[config.mk]
export PLATFORM = sky130hd
export DESIGN_NAME = lhse_top
export DESIGN_NICKNAME = d
export VERILOG_FILES = /design/src/lhse_pkg.sv /design/src/lhse_top.sv
export VERILOG_INCLUDE_DIRS = /design/src
export SDC_FILE = /design/constraint.sdc
export NUM_CORES = 1
export LEC_CHECK = 0
export BUFFER_PORTS_ARGS = -buffer_cell sky130_fd_sc_hd__buf_2
export CAP_MARGIN = 20
export CORE_ASPECT_RATIO = 1.1
export CORE_MARGIN = 3
export CORE_UTILIZATION = 44
export CTS_CLUSTER_SIZE = 40
export DETAILED_ROUTE_END_ITERATION = 6
export GPL_TIMING_DRIVEN = 0
export MAX_ROUTING_LAYER = met4
export SLEW_MARGIN = 40
export SYNTH_ARGS = -nofsm -noshare
export SYNTH_HDL_FRONTEND = slang
export SYNTH_SLANG_ARGS = --single-unit
[constraint.sdc]
create_clock -name clk -period 4.6 [get_ports clk]
set_input_delay 0.69 -clock clk [delete_from_list [all_inputs] [get_ports clk]]
set_output_delay 0.69 -clock clk [all_outputs]
set_load 0.02 [all_outputs]
[src/lhse_params.svh]
// Register offsets, field positions, reset values and timing counts for the LIN header engine
`ifndef LHSE_PARAMS_SVH
`define LHSE_PARAMS_SVH
`define LHSE_CTRL_OFS 8'h00
`define LHSE_MODE_OFS 8'h04
`define LHSE_STAT_OFS 8'h08
`define LHSE_IDENT_OFS 8'h0c
`define LHSE_BAUD_OFS 8'h10
`define LHSE_CTRL_RESET_STATUS_COMMAND_BIT 0
`define LHSE_MODE_MASTER 4'ha
`define LHSE_MODE_SLAVE 4'hb
`define LHSE_MODE_RESET 4'h0
`define LHSE_BAUD_CD_RESET 16'h0008
`define LHSE_BAUD_FP_RESET 3'h0
`define LHSE_STAT_TRANSMITTER_READY_FLAG_BIT 0
`define LHSE_STAT_BRK_BIT 1
`define LHSE_STAT_ID_BIT 2
`define LHSE_STAT_ISFE_BIT 3
`define LHSE_SYNCH_CHAR 8'h55
`define LHSE_BRK_TX_BITS 5'd13
`define LHSE_BRK_RX_BITS 5'd11
`define LHSE_OVERSAMPLE 5'd16
`define LHSE_MEAS_BITS 4'd8
`endif

[src/lhse_pkg.sv]
// Types shared by the LIN header engine
`default_nettype none
package lhse_pkg;
  typedef enum logic [3:0] {
    LHSE_IDLE, LHSE_TX_BRK, LHSE_TX_DEL, LHSE_TX_CHR,
    LHSE_RX_HUNT, LHSE_RX_WSTART, LHSE_RX_CHR, LHSE_RX_WIDLE
  } lhse_state_t;
endpackage : lhse_pkg
`default_nettype wire

[src/lhse_top.sv]
// LIN header transmit, break detect, synch check and baud resync engine
//
// Implementation choices: the Wishbone interface to the registers and the register addresses.
`timescale 1ns/1ps
`default_nettype none
`include "lhse_params.svh"
module lhse_top (
  input wire logic clk,
  input wire logic reset_n,
  input wire logic wb_cyc_i,
  input wire logic wb_stb_i,
  input wire logic wb_we_i,
  input wire logic [7:0] wb_adr_i,
  input wire logic [3:0] wb_sel_i,
  input wire logic [31:0] wb_dat_i,
  output logic [31:0] wb_dat_o,
  output logic wb_ack_o,
  input wire logic lin_rx,
  output logic lin_tx
);
  // Register state
  logic ack_ff, tx_ff, rdy_ff, brk_ff, idd_ff, isfe_ff;
  logic [31:0] dat_ff;
  logic [3:0] mode_ff;
  logic [7:0] ident_ff;
  logic [15:0] cd_ff;
  logic [2:0] fp_ff;
  lhse_pkg::lhse_state_t st_ff;
  logic [1:0] fld_ff;
  logic [3:0] bit_ff, smp_ff, meas_bits_ff;
  // Dominant run in sample ticks, measurement prescaler
  logic [7:0] run_ff;
  logic [3:0] pre_ff;
  logic [15:0] tick_cnt_ff;
  logic [2:0] frac_ff;
  logic [9:0] shf_ff;
  logic [7:0] rxsh_ff;
  logic [18:0] meas_ff;
  logic meas_on_ff;
  logic rx_s1_ff, rx_s2_ff, rx_d_ff;

  // Bus decode
  wire acc = wb_cyc_i & wb_stb_i & ~ack_ff;
  wire wr = acc & wb_we_i & wb_sel_i[0];
  wire wr_ctrl = wr & (wb_adr_i == `LHSE_CTRL_OFS);
  wire wr_mode = wr & (wb_adr_i == `LHSE_MODE_OFS);
  wire wr_ident = wr & (wb_adr_i == `LHSE_IDENT_OFS);
  wire wr_baud = wr & (wb_adr_i == `LHSE_BAUD_OFS) & (&wb_sel_i[2:0]);
  wire reset_status_command = wr_ctrl & wb_dat_i[`LHSE_CTRL_RESET_STATUS_COMMAND_BIT];
  wire is_master = (mode_ff == `LHSE_MODE_MASTER);
  wire is_slave = (mode_ff == `LHSE_MODE_SLAVE);
  wire [31:0] stat_w = {28'h0, isfe_ff, idd_ff, brk_ff, rdy_ff};
  wire [31:0] rd_w = (wb_adr_i == `LHSE_MODE_OFS) ? {28'h0, mode_ff} :
                     (wb_adr_i == `LHSE_STAT_OFS) ? stat_w :
                     (wb_adr_i == `LHSE_IDENT_OFS) ? {24'h0, ident_ff} :
                     (wb_adr_i == `LHSE_BAUD_OFS) ? {13'h0, fp_ff, cd_ff} : 32'h0;

  // Sample tick: divider cd plus fp/8 fraction, sixteen ticks per bit
  wire [3:0] frac_sum = {1'b0, frac_ff} + {1'b0, fp_ff};
  wire [15:0] tick_top = frac_sum[3] ? cd_ff : cd_ff - 16'h1;
  wire tick = (tick_cnt_ff >= tick_top);
  wire bit_end = tick & (smp_ff == 4'hf);
  wire rx = rx_s2_ff;
  wire rx_fall = rx_d_ff & ~rx;

  // Master start: identifier write while ready
  wire tx_start = wr_ident & is_master & rdy_ff & (st_ff == lhse_pkg::LHSE_IDLE);
  wire rx_done = (st_ff == lhse_pkg::LHSE_RX_CHR) & bit_end & (bit_ff == 4'd9);
  wire tx_chr_done = (st_ff == lhse_pkg::LHSE_TX_CHR) & bit_end & (bit_ff == 4'd9);
  wire [7:0] brk_ticks = {3'h0, `LHSE_BRK_RX_BITS} * {3'h0, `LHSE_OVERSAMPLE} - 8'd1;
  wire brk_seen = is_slave & tick & ~rx & (run_ff == brk_ticks);
  wire brk_sent = (st_ff == lhse_pkg::LHSE_TX_DEL) & bit_end;
  wire id_sent = tx_chr_done & (fld_ff == 2'd1);
  wire synch_rx = rx_done & (fld_ff == 2'd0) & is_slave;
  wire id_rx = rx_done & (fld_ff == 2'd1) & is_slave;
  wire synch_bad = synch_rx & (rxsh_ff != `LHSE_SYNCH_CHAR);
  // Synch falling edges come every two bits; the fourth after the start ends eight bits
  wire meas_start = is_slave & (st_ff == lhse_pkg::LHSE_RX_WSTART) & ~rx & (fld_ff == 2'd0);
  wire meas_end = meas_on_ff & rx_fall & (meas_bits_ff == (`LHSE_MEAS_BITS >> 1) - 4'd1);
  wire [7:0] id_char = {ident_ff[7:6], ident_ff[5:0]};

  // Bus slave registers
  always_ff @(posedge clk or negedge reset_n) begin
    if (!reset_n) begin
      ack_ff <= 1'b0;
      dat_ff <= 32'h0;
      mode_ff <= `LHSE_MODE_RESET;
    end else begin
      ack_ff <= acc;
      if (acc) dat_ff <= rd_w;
      if (wr_mode) mode_ff <= wb_dat_i[3:0];
    end
  end
  assign wb_ack_o = ack_ff;
  assign wb_dat_o = dat_ff;
  assign lin_tx = tx_ff;

  // Sticky flags, set wins over reset-status; ready drops on header start and returns in the identifier
  always_ff @(posedge clk or negedge reset_n) begin
    if (!reset_n) begin
      brk_ff <= 1'b0;
      idd_ff <= 1'b0;
      isfe_ff <= 1'b0;
      rdy_ff <= 1'b1;
    end else begin
      brk_ff <= brk_sent | brk_seen | (brk_ff & ~reset_status_command);
      idd_ff <= id_sent | id_rx | (idd_ff & ~reset_status_command);
      isfe_ff <= synch_bad | (isfe_ff & ~reset_status_command);
      if (tx_start) rdy_ff <= 1'b0;
      else if ((st_ff == lhse_pkg::LHSE_TX_CHR) & (fld_ff == 2'd1) & (bit_ff == 4'd0) & tick)
        rdy_ff <= 1'b1;
    end
  end

  // Identifier and baud registers, resync on slave synch
  always_ff @(posedge clk or negedge reset_n) begin
    if (!reset_n) begin
      ident_ff <= 8'h0;
      cd_ff <= `LHSE_BAUD_CD_RESET;
      fp_ff <= `LHSE_BAUD_FP_RESET;
    end else begin
      if (id_rx) ident_ff <= rxsh_ff;
      else if (wr_ident & rdy_ff) ident_ff <= wb_dat_i[7:0];
      // A bad or unfinished synch measurement leaves the divider alone
      if (synch_rx & is_slave & ~synch_bad & ~meas_on_ff & (meas_ff[18:3] != 16'h0)) begin
        cd_ff <= meas_ff[18:3];
        fp_ff <= meas_ff[2:0];
      end else if (wr_baud) begin
        cd_ff <= wb_dat_i[15:0];
        fp_ff <= wb_dat_i[18:16];
      end
    end
  end

  // Rx synchroniser, tick divider, dominant run counter
  always_ff @(posedge clk or negedge reset_n) begin
    if (!reset_n) begin
      rx_s1_ff <= 1'b1;
      rx_s2_ff <= 1'b1;
      rx_d_ff <= 1'b1;
      tick_cnt_ff <= 16'h0;
      frac_ff <= 3'h0;
      run_ff <= 8'h0;
    end else begin
      rx_s1_ff <= lin_rx;
      rx_s2_ff <= rx_s1_ff;
      rx_d_ff <= rx_s2_ff;
      tick_cnt_ff <= tick ? 16'h0 : tick_cnt_ff + 16'h1;
      if (tick) frac_ff <= frac_sum[2:0];
      if (rx) run_ff <= 8'h0;
      else if (tick & (run_ff != 8'hff)) run_ff <= run_ff + 8'h1;
    end
  end

  // Synch measurement: one count per sixteen clocks, so count/8 is clocks per sample tick
  always_ff @(posedge clk or negedge reset_n) begin
    if (!reset_n) begin
      meas_ff <= 19'h0;
      meas_on_ff <= 1'b0;
      meas_bits_ff <= 4'h0;
      pre_ff <= 4'h0;
    end else if (meas_start) begin
      meas_ff <= 19'h0;
      meas_on_ff <= 1'b1;
      meas_bits_ff <= 4'h0;
      pre_ff <= 4'h8; // Half a count, rounds to nearest
    end else if (meas_on_ff) begin
      pre_ff <= pre_ff + 4'h1;
      if (pre_ff == 4'hf) meas_ff <= meas_ff + 19'h1;
      if (rx_fall) meas_bits_ff <= meas_bits_ff + 4'h1;
      if (meas_end) meas_on_ff <= 1'b0;
    end
  end

  // Header state machine
  always_ff @(posedge clk or negedge reset_n) begin
    if (!reset_n) begin
      st_ff <= lhse_pkg::LHSE_IDLE;
      fld_ff <= 2'd0;
      bit_ff <= 4'h0;
      smp_ff <= 4'h0;
      shf_ff <= 10'h3ff;
      rxsh_ff <= 8'h0;
      tx_ff <= 1'b1;
    end else begin
      if (tick) smp_ff <= smp_ff + 4'h1;
      if (brk_seen) begin
        st_ff <= lhse_pkg::LHSE_RX_WIDLE;
        fld_ff <= 2'd0;
      end else begin
        case (st_ff)
          lhse_pkg::LHSE_IDLE: begin
            tx_ff <= 1'b1;
            if (tx_start) begin
              st_ff <= lhse_pkg::LHSE_TX_BRK;
              bit_ff <= 4'h0;
              smp_ff <= 4'h0;
              tx_ff <= 1'b0;
            end
            // slave stays here, discarding data, until a break
          end
          lhse_pkg::LHSE_TX_BRK: if (bit_end) begin
            bit_ff <= bit_ff + 4'h1;
            if (bit_ff == `LHSE_BRK_TX_BITS - 5'd1) begin
              st_ff <= lhse_pkg::LHSE_TX_DEL;
              tx_ff <= 1'b1;
            end
          end
          lhse_pkg::LHSE_TX_DEL: if (bit_end) begin
            st_ff <= lhse_pkg::LHSE_TX_CHR;
            fld_ff <= 2'd0;
            bit_ff <= 4'h0;
            shf_ff <= {1'b1, `LHSE_SYNCH_CHAR, 1'b0};
            tx_ff <= 1'b0;
          end
          lhse_pkg::LHSE_TX_CHR: if (bit_end) begin
            if (bit_ff == 4'd9) begin
              bit_ff <= 4'h0;
              if (fld_ff == 2'd0) begin
                fld_ff <= 2'd1;
                shf_ff <= {1'b1, id_char, 1'b0};
                tx_ff <= 1'b0;
              end else begin
                st_ff <= lhse_pkg::LHSE_IDLE;
                tx_ff <= 1'b1;
              end
            end else begin
              bit_ff <= bit_ff + 4'h1;
              tx_ff <= shf_ff[bit_ff + 4'h1];
            end
          end
          lhse_pkg::LHSE_RX_WIDLE: if (rx) st_ff <= lhse_pkg::LHSE_RX_WSTART;
          lhse_pkg::LHSE_RX_WSTART: if (~rx) begin
            st_ff <= lhse_pkg::LHSE_RX_CHR;
            bit_ff <= 4'h0;
            smp_ff <= 4'h8; // Centre sampling
          end
          lhse_pkg::LHSE_RX_CHR: if (bit_end) begin
            if ((bit_ff >= 4'd1) & (bit_ff <= 4'd8)) rxsh_ff <= {rx, rxsh_ff[7:1]};
            if (bit_ff == 4'd9) begin
              if (fld_ff == 2'd0) begin
                fld_ff <= 2'd1;
                st_ff <= lhse_pkg::LHSE_RX_WSTART;
              end else st_ff <= lhse_pkg::LHSE_IDLE;
            end else bit_ff <= bit_ff + 4'h1;
          end
          default: st_ff <= lhse_pkg::LHSE_IDLE;
        endcase
      end
    end
  end

  // Checks
  ready_drop_a: assert property (@(posedge clk) disable iff (!reset_n)
    tx_start |=> !rdy_ff) else $error("ready not dropped on header start");
  flags_clear_a: assert property (@(posedge clk) disable iff (!reset_n)
    (reset_status_command & !brk_sent & !brk_seen) |=> !brk_ff) else $error("break flag not cleared");
  flag_sticky_a: assert property (@(posedge clk) disable iff (!reset_n)
    (idd_ff & !reset_status_command) |=> idd_ff) else $error("identifier flag lost");
  synch_err_a: assert property (@(posedge clk) disable iff (!reset_n)
    synch_bad |=> isfe_ff) else $error("synch error not flagged");
  id_load_a: assert property (@(posedge clk) disable iff (!reset_n)
    id_rx |=> (ident_ff == $past(rxsh_ff)) && idd_ff) else $error("identifier not loaded");
  no_resync_a: assert property (@(posedge clk) disable iff (!reset_n)
    (!is_slave && !wr_baud) |=> $stable(cd_ff)) else $error("master changed divider");
  brk_dominant_a: assert property (@(posedge clk) disable iff (!reset_n)
    (st_ff == lhse_pkg::LHSE_TX_BRK) |-> !tx_ff) else $error("break not dominant");
  brk_detect_a: assert property (@(posedge clk) disable iff (!reset_n)
    brk_seen |=> brk_ff && (st_ff == lhse_pkg::LHSE_RX_WIDLE)) else $error("break missed");
  ready_back_a: assert property (@(posedge clk) disable iff (!reset_n)
    id_sent |-> rdy_ff) else $error("ready not back after identifier");
  brk_done_a: assert property (@(posedge clk) disable iff (!reset_n)
    brk_sent |=> brk_ff) else $error("break done flag not set");
  id_done_a: assert property (@(posedge clk) disable iff (!reset_n)
    id_sent |=> idd_ff) else $error("identifier done flag not set");
  hdr_order_a: assert property (@(posedge clk) disable iff (!reset_n)
    (st_ff == lhse_pkg::LHSE_TX_DEL && bit_end && !brk_seen) |=>
    (st_ff == lhse_pkg::LHSE_TX_CHR && fld_ff == 2'd0 && !tx_ff))
    else $error("synch field not after break");
  resync_load_a: assert property (@(posedge clk) disable iff (!reset_n)
    (synch_rx && !synch_bad && !meas_on_ff && (meas_ff[18:3] != 16'h0)) |=>
    ({cd_ff, fp_ff} == $past(meas_ff))) else $error("measured divider not loaded");
  meas_halt_a: assert property (@(posedge clk) disable iff (!reset_n)
    (!meas_on_ff && !meas_start) |=> $stable(meas_ff)) else $error("measurement not halted");
  slave_idle_a: assert property (@(posedge clk) disable iff (!reset_n)
    (is_slave && st_ff == lhse_pkg::LHSE_IDLE && !brk_seen) |=> (st_ff == lhse_pkg::LHSE_IDLE))
    else $error("slave left idle without break");
endmodule : lhse_top
`default_nettype wire

Word level (Yosys, flattened, before mapping)
Index checks and enable logic that the tools add are counted.

storage, ports and cells
  flip-flop bits (word level) = 159
  output and inout bits = 34
  word-level logic and storage cells = 245

cells by class
  $add $sub $neg = 9
  $lt $le $gt $ge = 4
  equal/unequal tests = 45
  multiplexer cells = 76
  bitwise operators = 58
  reductions and logical operators = 26

operators by type and width
  operator               count
  $mux 19                7
  $mux 4                 29
  $mux 16                4
  $and 1x1->1            47
  $mux 10                4
  $mux 8                 4
  $pmux 4 s7             1
  $ne 3x3->1 const B     9
  $eq 4x4->1 const B     6
  $pmux 4 s6             1
  $pmux 10 s2            1
  $add 19x1->19 const B  1
  $add 16x1->16 const B  1
  $add 4x1->4 const B    4
  $eq 8x4->1 const B     2
  $ge 16x16->1           1
  $ne 2x2->1 const B     8
  $reduce_bool 16->1     1
  $reduce_bool 2->1      8
  $sub 16x1->16 const B  1
  $mux 1                 13
  $eq 4x2->1 const B     3
  $eq 4x3->1 const B     3
  $reduce_and 6->1       2
  other kinds (36)       57

Logic depth before layout (Yosys ltp)
  word-level depth = 14
  gate-level depth with buffers = 18

Least setup slack after synthesis
No wires, ideal clock.

  path type = reg2reg
  start point = register fp_ff[1]
  end point = register bit_ff[0]
  arrival time = 4.041 ns
  data required time = 4.475 ns
  path slack = 0.434 ns
  cell stages (with the launch flop) = 17
  buffers on the path = 1
  cells stage by stage = dfrtp_1 -> ha_1 -> a21o_1 -> a21oi_1 -> nand2_1 -> or4_1 -> nand2b_1 -> nor3b_1 -> xnor2_1 -> ha_1 -> nand4_1 -> nor3_1 -> a21o_1 -> clkbuf_1 -> a21oi_1 -> or3_4 -> mux2_4

on the way
  cells in the longest elaborated chain, start to end = 8
  elaborated cells between the ends (all ways) = 13
  those cells by class = add/sub (1); order compare (1); eq/ne (4); mux (1); bitwise (5); reduce/logical (1)

ends and longest elaborated chain
  item                                 line             source
  from (decl)                          lhse_top.sv:27   logic [2:0] fp_ff;
  from (signal assigned)               lhse_top.sv:120  fp_ff <= `LHSE_BAUD_FP_RESET;
  from (signal assigned)               lhse_top.sv:127  fp_ff <= meas_ff[2:0];
  from (signal assigned)               lhse_top.sv:130  fp_ff <= wb_dat_i[18:16];
  $add 3x3->4 *                        lhse_top.sv:59   wire [3:0] frac_sum = {1'b0, frac_ff} + {1'b0, fp_ff};
  $mux 16 *                            lhse_top.sv:60   wire [15:0] tick_top = frac_sum[3] ? cd_ff : cd_ff - 16'h1;
  $ge 16x16->1 *                       lhse_top.sv:61   wire tick = (tick_cnt_ff >= tick_top);
  $and 1x1->1 (3 in series)            lhse_top.sv:71   wire brk_seen = is_slave & tick & ~rx & (run_ff == brk_ticks);
  $not 1->1 (no source line)           --
  $reduce_and 9->1 (no source line) *  --
  to (signal assigned)                 lhse_top.sv:203  bit_ff <= bit_ff + 4'h1;
  to (signal assigned)                 lhse_top.sv:228  bit_ff <= bit_ff + 4'h1;
  to (signal assigned)                 lhse_top.sv:245  end else bit_ff <= bit_ff + 4'h1;
  to (decl)                            lhse_top.sv:30   logic [3:0] bit_ff, smp_ff, meas_bits_ff;

Every way passes the cells marked *; elsewhere a longest branch is shown, timed or not.
A chain may end at the register's enable or synchronous reset.

Final worst setup path
  start point = register fp_ff[1]
  end point = register bit_ff[3]

The elaborated chain is that of the path after synthesis.

==> impl_metrics.tcl <==
set metrics [dict create \
    vias 6017 \
    wl_met3_um 569 \
    synthesis.area_um2 7910 \
    async_flop_share_pct 100 \
    tightest_slew_ps 733 \
    grt_pass1_wl_um 30700 \
    report.final.slew_viol_count 0 \
    ys_seq_area_share_pct 45.5 \
    routed.top_layer "met4" \
    regArea_um2 3600 \
    worstPathArrival_ps 4700 \
    cts_root_buf "clkbuf_16" \
    hold_viol 0 \
    core_um2 17300 \
    drive_above_1_share_pct 18.5 \
    p_leak_nw 4.34 \
    path_class "register to register" \
    reg2reg_depth 15 \
    fp.dieW_um 134 \
    port-buffer-count 56 \
    clock_sinks 143 \
    synth-edff-count 0 \
    clock_path_buffers 2 \
    status "finished clean" \
    synth-seq-cells 143 \
    power_density_nw_per_um2 300 \
    multi_input_area_um2 4110 \
    drv_cap 0 \
    synth-main-ff-cell "dfrtp_1" \
    met2_length_um 9130 \
    placementRows 50 \
    area_growth_pct 17.0 \
    hold_class "input port to async pin" \
    setup-violations-final 0 \
    layout.nets 984 \
    drt-initial-drc-count 310 \
    antenna_cells 0 \
    clk_latency_ps 420 \
    grt_remaining_overflow 0 \
    slew_headroom_pct 51.1 \
    hpwl_um 13600 \
    io_pins 84 \
    final.min_clock_period_ps 4390 \
    yosys_warnings 0 \
    antenna_found_initial 0 \
    cts_setup_buffers 0 \
    track_usage_pct 19.9 \
    grt_pass1_vias 5979 \
    fillers 1620 \
    avgSynthCellArea_um2 9.69 \
    routabilityCongestion 0.867 \
    initial_core_util_pct 45.6 \
    crit_fanout 7 \
    skew_ps 9.06 \
    firstDrtPassIters 5 \
    hold_slack_ps 44.5 \
    wl_per_cell_um 16.0 \
    synth.most_common_cell "dfrtp_1" \
    synth_cell_type_count 67 \
    synth_top_cell_by_area "dfrtp_1" \
    synth_cells 816 \
    via_per_inst 5.23 \
    wl_um 18400 \
    start_kind "register" \
    final_antenna_net_count 0 \
    ir_drop_v 0.000256 \
    die_h_um 147 \
    drc_errors 0 \
    clk_pin_slew_ps 60 \
    cts_tree "done" \
    rsz0062_at_grt "true" \
    required_ps 4910 \
    period_share_pct 95.5 \
    synth_area_leaders "dfrtp_1 41%, mux2i_1 5.1%, dfstp_2 5.0%" \
    cts.htree.levels 4 \
    max_freq_mhz 228 \
    synth_top_area_share_pct 40.5 \
    fp.dieArea_um2 19600 \
    worst_setup_path_end_kind "register" \
    total_power_mw 2.78 \
    wl_met1_um 8350 \
    numCtsBuffers 17 \
    synth_common_cells "128 x dfrtp_1, 101 x nand2_1, 90 x nor2_1" \
    grt_max_degree 72 \
]
path summary, 6_finish.rpt:
| check | from | to | slack (ps) |
|---|---|---|---|
| worst max-delay path | fp_ff[1]$_DFFE_PN0P_ | bit_ff[3]$_DFFE_PN0P_ | 210 |
| worst min-delay path | reset_n | wb_dat_o[5]$_DFFE_PN0P_ | 40 |
| worst max register to register | fp_ff[1]$_DFFE_PN0P_ | bit_ff[3]$_DFFE_PN0P_ | 210 |
| worst min register to register | rx_s1_ff$_DFF_PN1_ | rx$_DFF_PN1_ | 350 |
| max in group asynchronous | reset_n | rx_d_ff$_DFF_PN1_ | 3610 |
| min in group clk | rx_s1_ff$_DFF_PN1_ | rx$_DFF_PN1_ | 350 |
sequential cells by signal, summed over array words and instances, names as in the netlist, 3 cells and up:
signal,flops
cd_ff,16
shf_ff,9
wb_dat_o,19
meas_ff,19
pre_ff,4
smp_ff,4
id_char,8
bit_ff,4
run_ff,8
fp_ff,3
st_ff,3
mode_ff,4
frac_ff,3
rxsh_ff,8
tick_cnt_ff,16
meas_bits_ff,4
power by group:
group	total [mW]	internal, mW	leakage (nW)	switching (mW)
combinational	0.0975	0.0323	2.29	0.0652
sequential	1.27	1.26	1.76	0.00356
clock	1.41	0.880	0.294	0.531
total	2.78	2.18	4.34	0.600
cell families (layout without fill, tap and decap cells):
family                     after synthesis  count (layout)  synth area share [%]
AOI/OAI and AO/OA                      111             111                  8.62
xor gates and xnor gates                62              62                  6.87
adders and majority gates               30              30                  4.84
buffers and inverters                   64             153                  3.77
DFF                                    143             143                  45.5
muxes                                   63              63                  8.72
other                                    1              13                0.0474
and+or+nand+nor                        342             342                  21.6
per-layer routing:
layer  track usage, %  vias up
met5                -        -
li1                 -     3007
met3             3.89       28
met2             32.5      106
met4             6.17        0
met1             25.2     2876
cell usage in the layout (no fill, tap or decap), types with 10 or more instances in the layout:
cell type / netlist / routed
dfrtp_1: 128 / 128
nand2_1: 101 / 101
nor2_1: 90 / 90
buf_2: 1 / 56
xor2_1: 40 / 40
mux2i_1: 40 / 40
nand3_1: 39 / 39
o21ai_0: 34 / 33
a21oi_1: 33 / 31
ha_1: 29 / 29
clkbuf_1: 29 / 25
xnor2_1: 22 / 22
mux2_2: 19 / 19
nand4_1: 18 / 18
inv_1: 17 / 17
clkbuf_16: 0 / 17
dfstp_2: 15 / 15
buf_4: 13 / 13
conb_1: 1 / 13
nor3_1: 12 / 10
nand2b_1: 10 / 10
and2_1: 10 / 10
critical path: stages, from the launching register on:
cell and delay, ps:
dfrtp_1 420, ha_1 320, a21o_1 190, a21oi_4 240, nand2_1 140, or4_1 470, nand2b_1 230, nor4_2 220
xnor2_1 110, ha_1 300, nand4_1 200, nor3_2 280, a21o_2 280, a21oi_1 120, or3_4 420, mux2_4 310
repair_timing:
action	4_1_cts	5_1_grt
resized for setup	8	12
gates cloned	0	0
hold buffers	0	0
endpoints found under the setup margin	77	63
pin swaps	0	1
per-stage QoR:
stage	setup slack, ps	area (µm²)	std cells	TNS [ps]	util [%]
4_1_cts	30.5	9220	1151	0	53.2
3_5_place_dp	-583	8600	1120	-32160	49.6
5_1_grt	-99.9	9250	1151	-1590	53.4
2_1_floorplan	434	7950	828	0	-
6_report	208	9250	1151	0	53.4
3_3_place_gp	-515	8520	1118	-27780	49.2
cell type report:
class	count	area share (%)
buffer	46	2.60
tap	234	3.17
clock buffer	22	5.02
multi-input combinational	621	44.4
inverter	17	0.690
sequential	143	38.9
timing repair buffer	58	3.73
clock inverter	10	1.46
Note: power is estimated with default switching activity, not from simulation.
